[src/adl_pkg.sv]
// Purpose: Shared constants and types for the addressed converter code loader.
// Assumes: One system clock samples every serial and control pin.
// Notes: Word layout is four address bits followed by twelve code bits.
package adl_pkg;
  localparam int WORD_W = 16;
  localparam int CODE_W = 12;
  localparam int ADDR_W = 4;
  localparam int ADDR_TOP_POS = 15;
  localparam int ADDR_LOW_POS = 12;
  localparam int SYNC_W = 2;
  localparam logic [CODE_W-1:0] CODE_RST = 12'h000;
  localparam logic [WORD_W-1:0] WORD_RST = 16'h0000;
  localparam logic [2:0] PINS_RST = 3'h7;

  // Serial pins after synchronisation, as one bundle.
  typedef struct packed {
    logic sclk;
    logic cs_b;
    logic sdi;
  } adl_link_t;
endpackage : adl_pkg

[src/adl_code_loader.sv]
// Purpose: Receives 16-bit serial words and loads the 12-bit converter code.
// Assumes: Serial clock is far slower than i_mclk (160 ns against 20 ns).
// Notes: Pins other than i_mclk and i_rst_b pass two flip-flops; serial clock edges are found by sampling.
`timescale 1ns/100ps
module adl_code_loader (
  input wire logic i_mclk,
  input wire logic i_rst_b,
  input wire logic i_sclk,
  input wire logic i_cs_b,
  input wire logic i_sdi,
  input wire logic i_code_rst_b,
  input wire logic i_standby_input_n,
  input wire logic i_address_pin_2,
  input wire logic i_address_pin_1,
  input wire logic i_address_pin_0,
  output logic [adl_pkg::CODE_W-1:0] o_code,
  output logic o_load_pulse
);
  import adl_pkg::*;

  // Synchroniser stages for every pin except i_mclk and i_rst_b; the bit order follows raw_in below.
  logic [7:0] meta_q, sync_q;
  logic [7:0] raw_in;
  // Serial bundle after synchronisation and its copy from the cycle before.
  adl_link_t link_now, link_prev_q;
  // Address straps, taken from the synchroniser and held one cycle more.
  logic [2:0] pins_q, pins_d;
  logic rst_sync_b, sb_sync;
  // Word being shifted, the code that sets the output and the load marker.
  logic [WORD_W-1:0] shift_q, shift_d;
  logic [CODE_W-1:0] code_q, code_d;
  logic load_q, load_d;
  logic sclk_rise, cs_rise;

  // Checks the address field against the fixed zero and the pins.
  function automatic logic addr_match(input logic [WORD_W-1:0] w, input logic [2:0] pins);
    addr_match = (w[ADDR_TOP_POS:ADDR_LOW_POS] == {1'b0, pins});
  endfunction : addr_match

  // Finds a rising level between the previous and the present sample.
  function automatic logic rose_now(input logic now_lvl, input logic prev_lvl);
    rose_now = now_lvl & ~prev_lvl;
  endfunction : rose_now

  // Raw pin levels gathered for the two-stage synchroniser.
  always_comb
  begin
    raw_in = {i_sclk, i_cs_b, i_sdi, i_code_rst_b, i_standby_input_n,
      i_address_pin_2, i_address_pin_1, i_address_pin_0};
  end

  // Two-flip-flop synchroniser; the first stage feeds only the second.
  always_ff @(posedge i_mclk)
  begin
    meta_q <= raw_in;
    sync_q <= meta_q;
  end

  // Splits the synchronised pins into the serial bundle and the controls.
  always_comb
  begin
    link_now = '{sclk: sync_q[7], cs_b: sync_q[6], sdi: sync_q[5]};
    rst_sync_b = sync_q[4];
    sb_sync = sync_q[3];
  end

  // Straps may move on a board; they too pass the synchroniser first.
  always_comb
  begin
    pins_d = sync_q[2:0];
  end

  // Edge detection on the synchronised serial clock and chip select.
  always_comb
  begin
    sclk_rise = rose_now(link_now.sclk, link_prev_q.sclk) & ~link_now.cs_b;
    cs_rise = rose_now(link_now.cs_b, link_prev_q.cs_b);
  end

  // Next-state for the shift register and code register.
  always_comb
  begin
    shift_d = shift_q;
    code_d = code_q;
    load_d = 1'b0;
    // A new bit pushes the oldest one out at the top.
    if (sclk_rise)
    begin
      shift_d = {shift_q[WORD_W-2:0], link_now.sdi};
    end
    if (cs_rise && rst_sync_b && sb_sync && addr_match(shift_q, pins_q))
    begin
      code_d = shift_q[CODE_W-1:0];
      load_d = 1'b1;
    end
    // The code reset pin wins over a load in the same cycle.
    if (!rst_sync_b)
    begin
      code_d = CODE_RST;
    end
  end

  // State registers; system reset clears word, code and marker, sets the straps to 7 and select high; the code reset pin only the code.
  always_ff @(posedge i_mclk)
  begin
    if (!i_rst_b)
    begin
      shift_q <= WORD_RST;
      code_q <= CODE_RST;
      load_q <= 1'b0;
      pins_q <= PINS_RST;
      link_prev_q <= '{sclk: 1'b0, cs_b: 1'b1, sdi: 1'b0};
    end
    else
    begin
      shift_q <= shift_d;
      code_q <= code_d;
      load_q <= load_d;
      pins_q <= pins_d;
      link_prev_q <= link_now;
    end
  end

  // Outputs come straight from their registers.
  assign o_code = code_q;
  assign o_load_pulse = load_q;

  // A chip select rise with matching word loads the code next cycle.
  a_load_on_match: assert property (@(posedge i_mclk) disable iff (!i_rst_b)
    (cs_rise && rst_sync_b && sb_sync && addr_match(shift_q, pins_q)) |=>
      (o_code == $past(shift_q[CODE_W-1:0]) && o_load_pulse))
    else $error("code not loaded on matching word");

  // A word with its first bit set never changes the code.
  a_top_bit_blocks: assert property (@(posedge i_mclk) disable iff (!i_rst_b)
    (cs_rise && shift_q[ADDR_TOP_POS] && rst_sync_b) |=> $stable(o_code))
    else $error("code changed with top address bit set");

  // A word for another strap setting never changes the code.
  a_pin_mismatch: assert property (@(posedge i_mclk) disable iff (!i_rst_b)
    (shift_q[ADDR_TOP_POS-1:ADDR_LOW_POS] != pins_q && rst_sync_b) |=> $stable(o_code))
    else $error("code changed on address mismatch");

  // Standby freezes the code.
  a_standby_holds: assert property (@(posedge i_mclk) disable iff (!i_rst_b)
    (!sb_sync && rst_sync_b) |=> $stable(o_code))
    else $error("code changed in standby");

  // The code reset pin clears the code one cycle after it is seen.
  a_reset_clears: assert property (@(posedge i_mclk) disable iff (!i_rst_b)
    !rst_sync_b |=> (o_code == CODE_RST))
    else $error("code not cleared by reset pin");

  // Each serial clock rise moves the word up by one bit.
  a_shift_in: assert property (@(posedge i_mclk) disable iff (!i_rst_b)
    sclk_rise |=> (shift_q == {$past(shift_q[WORD_W-2:0]), $past(link_now.sdi)}))
    else $error("serial bit not shifted in");

  // Clocks seen while deselected leave the word alone.
  a_no_shift_idle: assert property (@(posedge i_mclk) disable iff (!i_rst_b)
    link_now.cs_b |=> $stable(shift_q))
    else $error("shift register moved while deselected");

  // Only a chip select rise may load a code.
  a_load_only_cs: assert property (@(posedge i_mclk) disable iff (!i_rst_b)
    (!cs_rise && rst_sync_b) |=> ($stable(o_code) && !o_load_pulse))
    else $error("code changed without chip select rise");

  // A load marker never lasts longer than one cycle.
  a_pulse_single: assert property (@(posedge i_mclk) disable iff (!i_rst_b)
    o_load_pulse |=> !o_load_pulse)
    else $error("load pulse lasted more than one cycle");

  // Every load came from a word whose first bit was zero.
  a_load_top_zero: assert property (@(posedge i_mclk) disable iff (!i_rst_b)
    o_load_pulse |-> !$past(shift_q[ADDR_TOP_POS]))
    else $error("code loaded from word with top bit set");

  // Every load came from a word that named these straps.
  a_load_pins_match: assert property (@(posedge i_mclk) disable iff (!i_rst_b)
    o_load_pulse |-> ($past(shift_q[ADDR_TOP_POS-1:ADDR_LOW_POS]) == $past(pins_q)))
    else $error("code loaded for another address");

  // All twelve code bits arrive together with the load marker.
  a_load_whole_code: assert property (@(posedge i_mclk) disable iff (!i_rst_b)
    o_load_pulse |-> (o_code == $past(shift_q[CODE_W-1:0])))
    else $error("code loaded only in part");

  // Standby also suppresses the load marker.
  a_standby_no_load: assert property (@(posedge i_mclk) disable iff (!i_rst_b)
    !sb_sync |=> !o_load_pulse)
    else $error("load marked during standby");

  // The code reset pin also suppresses the load marker.
  a_rst_pin_no_load: assert property (@(posedge i_mclk) disable iff (!i_rst_b)
    !rst_sync_b |=> !o_load_pulse)
    else $error("load marked during code reset");

  // Nothing loads while select simply stays high.
  a_idle_no_load: assert property (@(posedge i_mclk) disable iff (!i_rst_b)
    (link_now.cs_b && link_prev_q.cs_b) |=> !o_load_pulse)
    else $error("load marked with select idle");

  // The newest bit always lands at the bottom of the word.
  a_newest_bit_low: assert property (@(posedge i_mclk) disable iff (!i_rst_b)
    sclk_rise |=> (shift_q[0] == $past(link_now.sdi)))
    else $error("newest bit not at the bottom");
endmodule : adl_code_loader

[config.mk]
export PLATFORM = sky130hd
export DESIGN_NAME = adl_code_loader
export DESIGN_NICKNAME = d
export VERILOG_FILES = /design/src/adl_pkg.sv /design/src/adl_code_loader.sv
export SDC_FILE = /design/constraint.sdc
export NUM_CORES = 1
export LEC_CHECK = 0
export BUFFER_PORTS_ARGS = -buffer_cell sky130_fd_sc_hd__buf_2
export CORE_AREA = 2 2 61 63
export CTS_BUF_LIST = sky130_fd_sc_hd__clkbuf_2 sky130_fd_sc_hd__clkbuf_4 sky130_fd_sc_hd__clkbuf_8
export DETAILED_ROUTE_END_ITERATION = 8
export DIE_AREA = 0 0 63 65
export GPL_TIMING_DRIVEN = 0
export HOLD_SLACK_MARGIN = 0.1
export PLACE_DENSITY = 0.78
export SLEW_MARGIN = 5
export SYNTH_ARGS = -nofsm -noshare
export SYNTH_HDL_FRONTEND = slang
export SYNTH_SLANG_ARGS = --single-unit
[constraint.sdc]
create_clock -name i_mclk -period 2.6 [get_ports i_mclk]
set_input_delay 0.52 -clock i_mclk [delete_from_list [all_inputs] [get_ports i_mclk]]
set_output_delay 0.52 -clock i_mclk [all_outputs]
set_load 0.03 [all_outputs]
==> impl_metrics.yaml, run 1 <==
layout:
  fin_nets: 202
  drive_gt1_share_pct: 20.8
  final_core_util_pct: 53.3
  fillers: 336
  seqCellArea_um2: 1000
  area.growth.synth_to_final_pct: 13.2
  insertedDiodeCount: 0
  multi_input_area_um2: 588
floorplan:
  num_rows: 22
  die_x_um: 63
  start_util_pct: 47.1
  die_area_um2: 4100
  num_io_pins: 23
  core_um2: 3500
  die_h_um: 65
logic_synthesis:
  synth_edf_count: 0
  synthesis.area_um2: 1650
  synth_area_leader_cell: "dfxtp_1"
  async_reset_ff_share_pct: 0
  yosys_most_used_dff: "dfxtp_1"
  ys_ff_latch: 50
  synth_most_common_cell: "dfxtp_1"
  synth_area_leaders: "dfxtp_1 61%, a21boi_1 7.8%, nand2_1 7.8%"
  syn_nets: 173
  ys_types: 20
  avgSynthCellArea_um2: 10.1
  synth_top_area_share_pct: 60.8
  synthCells: 163
  netlist_top_cells_count: "50 x dfxtp_1, 34 x nand2_1, 17 x a21boi_1"
  yosys_warnings: 0
  seq_area_frac_synth_pct: 60.8
global_route:
  grt_overflow: 0
  grt_max_degree: 15
  antenna_found_initial: 0
  track_usage_pct: 14.1
  grt_pass1_wl_mm: 4.31
  grt_pass1_vias: 1016
timing:
  fmax_mhz: 690
  drv_slew: 0
  rsz0062_at_grt: "false"
  period_share_pct: 55.8
  maxSlewHeadroom_pct: 73.7
  setup_viol: 0
  finalClockSkew_ps: 9.44
  finalSetupTns_ps: 0
  hold_viol_final: 0
  worstMarginPinSlew_ps: 395
  fin_crit_ps: 1450
critical_path:
  startpoint_type: "flip-flop"
  cp_num_buf_inv: 1
  cp-startpoint: "o_code[2]"
  reg2reg_depth: 5
  cp_max_fo: 2
  slowest_delay_ps: 360
  worstReg2RegStart: "shift_q[12]"
  endpoint_kind: "primary output"
  crit_path_cell_trace: "buf_2"
  cp.required_ps: 2080
  reg2reg_setup_slack_ps: 1280
  cp_data_arrival_time_ps: 930
  path_class: "reg -> out"
  critical_path.slowest_cell: "dfxtp_1"
  crit_family: "flip-flops"
  crit_cells: 1
hold_path:
  min_path_cells: 1
  worstHoldPathType: "in -> reg"
  hold_start: "i_address_pin_2"
cts:
  numCtsBuffers: 5
  clk_latency_ps: 370
  clock-sinks: 50
  clockRootBuffer: "clkbuf_4"
  cts_hold_buf: 0
  htreeDepth: 2
  post_cts_buffers: 0
  cts.path.max_buffers: 2
  clkTransAtPathRegs_ps: 130
  tritoncts: "built"
  cts_resized: 0
drt:
  route.detailed.wl_per_inst_um: 10.5
  drc: 0
  num_vias: 1130
  drtAntennaViolNets: 0
  routed_wl_mm: 2.52
  dr.pass1.iters: 4
  vias_per_cell: 4.71
  drt-initial-drc-count: 43
power_and_ir_drop:
  power.density_nw_per_um2: 619
  leakage_nw: 0.712
  ir_drop_uv: 466
run:
  drv_cap: 0
placed_design:
  hpwl_mm: 1.82
  gp_congestion: 0.709
  io_buffers: 22
run_status:
  status: "finished, final reports clean"
==> metrics by stage <==
stage	hold slack, ps	std cells	total power, mW	cell area, um^2	setup WS, ps
6_report	242	240	1.15	1860	1150
4_1_cts	233	240	1.16	1860	1130
3_3_place_gp	310	233	0.850	1820	1190
2_1_floorplan	310	163	0.836	1650	1410
5_1_grt	216	240	1.21	1860	1110
3_5_place_dp	313	233	0.851	1820	1190
==> cell families after synthesis <==
| kind of cell | share of synthesized area [%] |
|---|---|
| simple gates | 17.5 |
| flops | 60.8 |
| compound gates | 16.6 |
| buf+inv | 3.50 |
| xor+xnor | 1.60 |
==> layout by cell type, fill, tap and decap left out, types with 2 or more instances in the layout <==
cell type  count
a21boi_0      11
a21boi_1      17
clkinv_2       2
xnor2_1        3
o21ai_1        9
clkbuf_4       5
nand2b_1       4
o21ai_0        2
nand3_1       13
and3_1         2
clkbuf_1       3
buf_4          2
buf_2         26
nand2_1       34
and2_1         3
dfxtp_1       50
==> sequential cells by signal (all words and copies together), names as in the netlist <==
| name | count |
|---|---|
| link_prev_q | 2 |
| pins_q | 3 |
| o_load_pulse | 1 |
| meta_q | 8 |
| o_code | 12 |
| shift_q | 16 |
| sync_q | 8 |
==> routing by layer <==
metal	up-vias	GRT usage [%]	wire length, um
met5	-	0	0
met4	0	10.8	83
met3	7	4.69	128
met2	28	22.6	1120
met1	498	15.3	1190
li1	597	-	-
==> report_power, final <==
group | switching, mW | total [mW] | internal [mW]
logic | 0.0225 | 0.0434 | 0.0209
clock network | 0.223 | 0.321 | 0.0975
registers | 0.00577 | 0.790 | 0.784
==> final cells by class <==
class                           count  share of cell area [%]
Clock inverter                      2                   0.537
Timing Repair Buffer               22                    5.91
Clock buffer                        5                    2.01
Buffer                             10                    3.09
Multi-Input combinational cell    103                    31.5
Sequential cell                    50                    53.7
Tap cell                           48                    3.22
==> worst paths after layout <==
kind	to
worst max-delay path	o_code[2]
worst min-delay path	meta_q[2]
worst max register to register	o_code[10]
worst min register to register	sync_q[5]
Note: power is estimated with default switching activity, not from simulation.
==> run 2: changes to the inputs <==
- ABC_AREA: not set -> 1
- CORE_AREA: 2 2 61 63 -> 2 2 62 64
- DIE_AREA: 0 0 63 65 -> 0 0 64 66
- PLACE_DENSITY: 0.78 -> 0.8
- clock period: 2.6 -> 1.26 ns (I/O delays scaled with it)
==> run 2 against run 1 <==
Against the previous run:
- first-iteration DRC count increased by 23%
- clock skew is 1.6 ps higher
- global-route usage is 1.3 points higher
- final cell count rose by 20%
- setup slack lost 1100 ps
- sequential power up 110%
- worst hold slack worse by 33 ps
==> impl_metrics.yaml, run 2 <==
run_status:
  status: "finished, final reports clean"
cts:
  htreeDepth: 2
  clock-sinks: 50
  numCtsBuffers: 5
  clockRootBuffer: "clkbuf_4"
  clk_latency_ps: 380
  cts.path.max_buffers: 2
  clkTransAtPathRegs_ps: 150
  tritoncts: "built"
layout:
  fin_nets: 250
  seqCellArea_um2: 1010
  insertedDiodeCount: 0
  drive_gt1_share_pct: 31.1
  stdcell_area_um2: 2200
  largest_reg_flops: 16
  final_common_cell: "dfxtp_1"
  final_core_util_pct: 61.9
  top_register: "shift_q"
  multi_input_area_um2: 608
  stdcell_count: 289
  fillers: 295
  area.growth.synth_to_final_pct: 28.6
  final_cell_mix: "46 x dfxtp_1, 25 x nand2_1, 24 x buf_2"
timing:
  hold_viol_final: 0
  finalClockSkew_ps: 11.0
  maxSlewHeadroom_pct: 72.5
  fin_ws_ps: 22.5
  rsz0062_at_grt: "true"
  setup_viol: 0
  fmax_mhz: 808
  worstMarginPinSlew_ps: 413
  period_share_pct: 98.2
  fin_crit_ps: 1240
  drv_slew: 0
floorplan:
  die_x_um: 64
  start_util_pct: 48.1
  num_rows: 22
  core_um2: 3550
  die_area_um2: 4220
  num_io_pins: 23
  die_h_um: 66
global_route:
  grt_pass1_wl_mm: 5.01
  antenna_found_initial: 0
  track_usage_pct: 15.3
  grt_pass1_vias: 1188
  grt_overflow: 0
  grt_max_degree: 19
logic_synthesis:
  avgSynthCellArea_um2: 8.81
  synthesis.area_um2: 1710
  syn_nets: 204
  synth_area_leader_cell: "dfxtp_1"
  yosys_most_used_dff: "dfxtp_1"
  synth_most_common_cell: "dfxtp_1"
  seq_area_frac_synth_pct: 58.6
  synth_top_area_share_pct: 58.6
  netlist_top_cells_count: "50 x dfxtp_1, 28 x nand2_1, 25 x inv_1"
  ys_types: 22
  synth_area_leaders: "dfxtp_1 59%, a21oi_1 6.7%, nand2_1 6.1%"
  yosys_warnings: 0
  async_reset_ff_share_pct: 0
  ys_ff_latch: 50
  synthCells: 194
  synth_edf_count: 0
critical_path:
  reg2reg_setup_slack_ps: 20
  cp_data_arrival_time_ps: 1570
  worstReg2RegStart: "sync_q[6]"
  cp-startpoint: "sync_q[6]"
  cp_max_fo: 6
  cp.required_ps: 1590
  slowest_delay_ps: 360
  crit_family: "simple AND/OR/NAND/NOR gates"
  path_class: "reg -> reg"
  critical_path.slowest_cell: "dfxtp_2"
  endpoint_kind: "flip-flop"
  reg2reg_depth: 7
  rr_endpoint: "o_code[3]"
  crit_path_cell_trace: "nand2_2 > nor2_4 > nand2_4 > nor2_8 > clkbuf_16 > a21oi_1 > nor2_1"
  cp_num_buf_inv: 1
  crit_cells: 7
  startpoint_type: "flip-flop"
run:
  drv_cap: 0
power_and_ir_drop:
  p_sw_uw: 703
  leakage_nw: 0.985
  clkPwrFrac_pct: 29.1
  power_mw: 2.69
  power.internal_mw: 1.98
  power.density_nw_per_um2: 1220
  netSwitchingFraction_pct: 26.2
  ir_drop_uv: 1110
  p_comb_share_pct: 8.3
  seqPwrFrac_pct: 62.5
hold_path:
  hold_start: "i_rst_b"
  worstHoldPathType: "in -> reg"
  holdPathEnd: "o_code[11]"
  min_path_cells: 5
drt:
  routed_wl_mm: 3.26
  drtAntennaViolNets: 0
  drc: 0
  vias_per_cell: 4.73
  dr.pass1.iters: 4
  drt-initial-drc-count: 53
  num_vias: 1367
  route.detailed.wl_per_inst_um: 11.3
placed_design:
  hpwl_mm: 2.01
  gp_congestion: 0.831
  place_inst: 264
  post-place-ws_ps: -11.3
  placedInstanceArea_um2: 1880
  io_buffers: 22
run 2: metal layers:
metal	global-route usage, %	up-vias	wire (um)
li1	-	708	-
met4	4.89	0	51
met2	26.6	27	1630
met5	0	-	0
met1	17.4	624	1440
met3	5.79	8	144
run 2: final cells by class:
class                           count  share of cell area [%]
Multi-Input combinational cell    110                    27.7
Sequential cell                    50                    45.8
Timing Repair Buffer               38                    13.2
Inverter                           27                    4.73
Tap cell                           48                    2.73
Clock inverter                      3                    1.31
Clock buffer                        5                    1.71
Buffer                              8                    2.85
run 2: worst max-delay path by stage:
stage | end | slack, ps
after global routing | o_code[11] | -60
after global placement | shift_q[12] | -10
after detailed placement | shift_q[11] | -10
after CTS | o_code[5] | -6
final | o_code[3] | 20
after floorplan | o_code[2] | 170
run 2: kinds of logic (layout without fill, tap and decap cells):
| kind of cell | Yosys count | after routing | share of synthesized area (%) |
|---|---|---|---|
| compound gates | 43 | 43 | 13.5 |
| buf+inv | 35 | 81 | 9.37 |
| flops | 50 | 50 | 58.6 |
| simple gates | 66 | 67 | 18.6 |
run 2: worst min-delay path, delay by kind of cell:
kind / cells / cell delay (ps)
and+or+nand+nor: 3 / 150
buffers and inverters: 2 / 170
run 2: repair_timing:
action                     in CTS  in global routing
pin swaps                       0                 17
hold buffers                    8                  0
cloned                          0                  2
setup buffers                   0                  7
setup endpoints to repair       5                 25
hold endpoints to repair        8                  0
resized for setup               3                 27
run 2: power groups by stage:
stage	clock [mW]	sequential [mW]	combinational (mW)
3_3_place_gp	0	1.71	0.170
3_5_place_dp	0	1.71	0.172
6_report	0.783	1.68	0.224
5_1_grt	0.875	1.69	0.252
4_1_cts	0.809	1.68	0.193
2_1_floorplan	0	1.70	0.130
run 2: metrics by stage:
stage / hold slack [ps] / setup TNS, ps
floorplan: 280 / 0
global placement: 310 / -38.5
detailed placement: 312 / -15.0
CTS: 199 / -6.08
global route: 234 / -530
finish: 208 / 0
==> run 3: changes to the inputs <==
- ABC_AREA: 1 -> not set
- CORE_AREA: 2 2 62 64 -> 2 2 61 63
- DIE_AREA: 0 0 64 66 -> 0 0 63 65
- PLACE_DENSITY: 0.8 -> 0.82
==> run 3 against run 2 <==
Against the previous run:
- the flow now finishes with violations (negative setup slack)
- critical path depth fell by 2
- flip-flop and latch count stayed put
- core utilization is 2.9 points lower
- final area shrank 6.2%
- sequential share of layout area up 3.1 points
- register-to-register slack worse by 40 ps
- via count down 14%
- sequential power shrank 3%
- die area shrank 3.1%
- largest power group unchanged
==> impl_metrics.yaml, run 3 (synthesis results as in run 1) <==
timing:
  period_share_pct: 102
  fin_ws_ps: -21.7
  hold_viol_final: 0
  worstMarginPinSlew_ps: 367
  rsz0062_at_grt: "true"
  fmax_mhz: 780
  finalSetupTns_ps: -35.4
  finalClockSkew_ps: 7.79
  drv_slew: 0
  setup_viol: 6
  fin_crit_ps: 1280
  maxSlewHeadroom_pct: 75.6
layout:
  seqCellArea_um2: 1010
  final_common_cell: "dfxtp_1"
  fillers: 314
  fin_nets: 211
  area.growth.synth_to_final_pct: 25.2
  largest_reg_flops: 16
  top_register: "shift_q"
  stdcell_area_um2: 2060
  final_cell_mix: "45 x dfxtp_1, 34 x nand2_1, 22 x buf_2"
  insertedDiodeCount: 0
  drive_gt1_share_pct: 27.7
  multi_input_area_um2: 638
critical_path:
  crit_family: "simple AND/OR/NAND/NOR gates"
  slowest_delay_ps: 380
  startpoint_type: "flip-flop"
  cp.required_ps: 1530
  cp_max_fo: 10
  crit_path_cell_trace: "nand2b_4 > or3_4 > buf_6 > o21ai_2 > a21boi_1"
  cp_data_arrival_time_ps: 1560
  cp_num_buf_inv: 1
  endpoint_kind: "flip-flop"
  critical_path.slowest_cell: "or3_4"
  path_class: "reg -> reg"
floorplan:
  start_util_pct: 47.1
  core_um2: 3500
  die_area_um2: 4100
  num_rows: 22
  num_io_pins: 23
  die_h_um: 65
  die_x_um: 63
cts:
  clkTransAtPathRegs_ps: 140
  clock-sinks: 50
  cts.path.max_buffers: 2
  numCtsBuffers: 5
  tritoncts: "built"
  clk_latency_ps: 370
  post_cts_buffers: 0
  clockRootBuffer: "clkbuf_4"
  htreeDepth: 2
power_and_ir_drop:
  power_mw: 2.67
  leakage_nw: 0.792
  ir_drop_uv: 889
  power.density_nw_per_um2: 1300
drt:
  routed_wl_mm: 2.72
  dr.pass1.iters: 4
  vias_per_cell: 4.73
  drc: 0
  drt-initial-drc-count: 47
  num_vias: 1182
  route.detailed.wl_per_inst_um: 10.9
  drtAntennaViolNets: 0
placed_design:
  io_buffers: 22
  gp_congestion: 0.763
  hpwl_mm: 1.76
  placedInstanceArea_um2: 1820
global_route:
  grt_pass1_vias: 1063
  track_usage_pct: 14.6
  antenna_found_initial: 0
  grt_max_degree: 17
  grt_overflow: 0
  grt_pass1_wl_mm: 4.57
hold_path:
  worstHoldPathType: "in -> reg"
run_status:
  failed_checks: "negative setup slack"
  status: "complete, but fails checks"
run:
  drv_cap: 0
-- run 3: cell count changes in the layout (fill, tap and decap cells not counted), moves of 13 or more --
| cell | delta |
|---|---|
| a21boi_1 | +19 |
| a21oi_1 | -22 |
| inv_1 | -23 |
| nor2_1 | -15 |
| o21ai_0 | -13 |
-- run 3: metrics by stage --
| step | hold WS [ps] | setup WS [ps] | std cells | utilization [%] |
|---|---|---|---|---|
| after floorplan | 280 | 65.1 | 163 | - |
| after global placement | 310 | 21.6 | 233 | 52.0 |
| after detailed placement | 313 | -28.2 | 233 | 52.0 |
| after CTS | 106 | -18.7 | 250 | 57.4 |
| after global routing | 118 | -63.1 | 250 | 59.0 |
| final | 122 | -21.7 | 250 | 59.0 |
-- run 3: routing by layer --
metal  vias to the layer above  share of wire, %  global-route usage (%)
met4                         0               2.3                    8.33
li1                        621                 -                       -
met3                         7               4.0                    5.21
met1                       530                44                    17.0
met5                         -                 0                       0
met2                        24                50                    23.1
-- run 3: cell type report --
type	count	area share, %
multi-input cells	103	30.9
plain buffers	10	3.64
clock inverters	3	2.12
repair buffers	31	9.71
clock buffers	5	1.82
flip-flops and latches	50	48.8
well taps	48	2.91
-- run 3: repair_timing --
action / in CTS / in global routing
pin swaps: 0 / 2
endpoints found under the setup margin: 10 / 24
hold buffers: 9 / 0
gates resized for setup: 5 / 19
hold endpoints to repair: 9 / 0
-- run 3: path summary, 6_finish.rpt --
check                       from         to  slack [ps]  cells past startpoint
setup / recovery  link_prev_q[1]  o_code[3]         -20                      5
hold / removal           i_rst_b  pins_q[2]         120                      2
setup reg to reg  link_prev_q[1]  o_code[3]         -20                      5
hold reg to reg        meta_q[6]  sync_q[6]         340                      0
-- run 3: where the power goes --
group / switching (mW) / total, mW / internal [mW]
clock: 0.497 / 0.919 / 0.422
combinational: 0.0532 / 0.121 / 0.0682
sequential: 0.0142 / 1.63 / 1.62
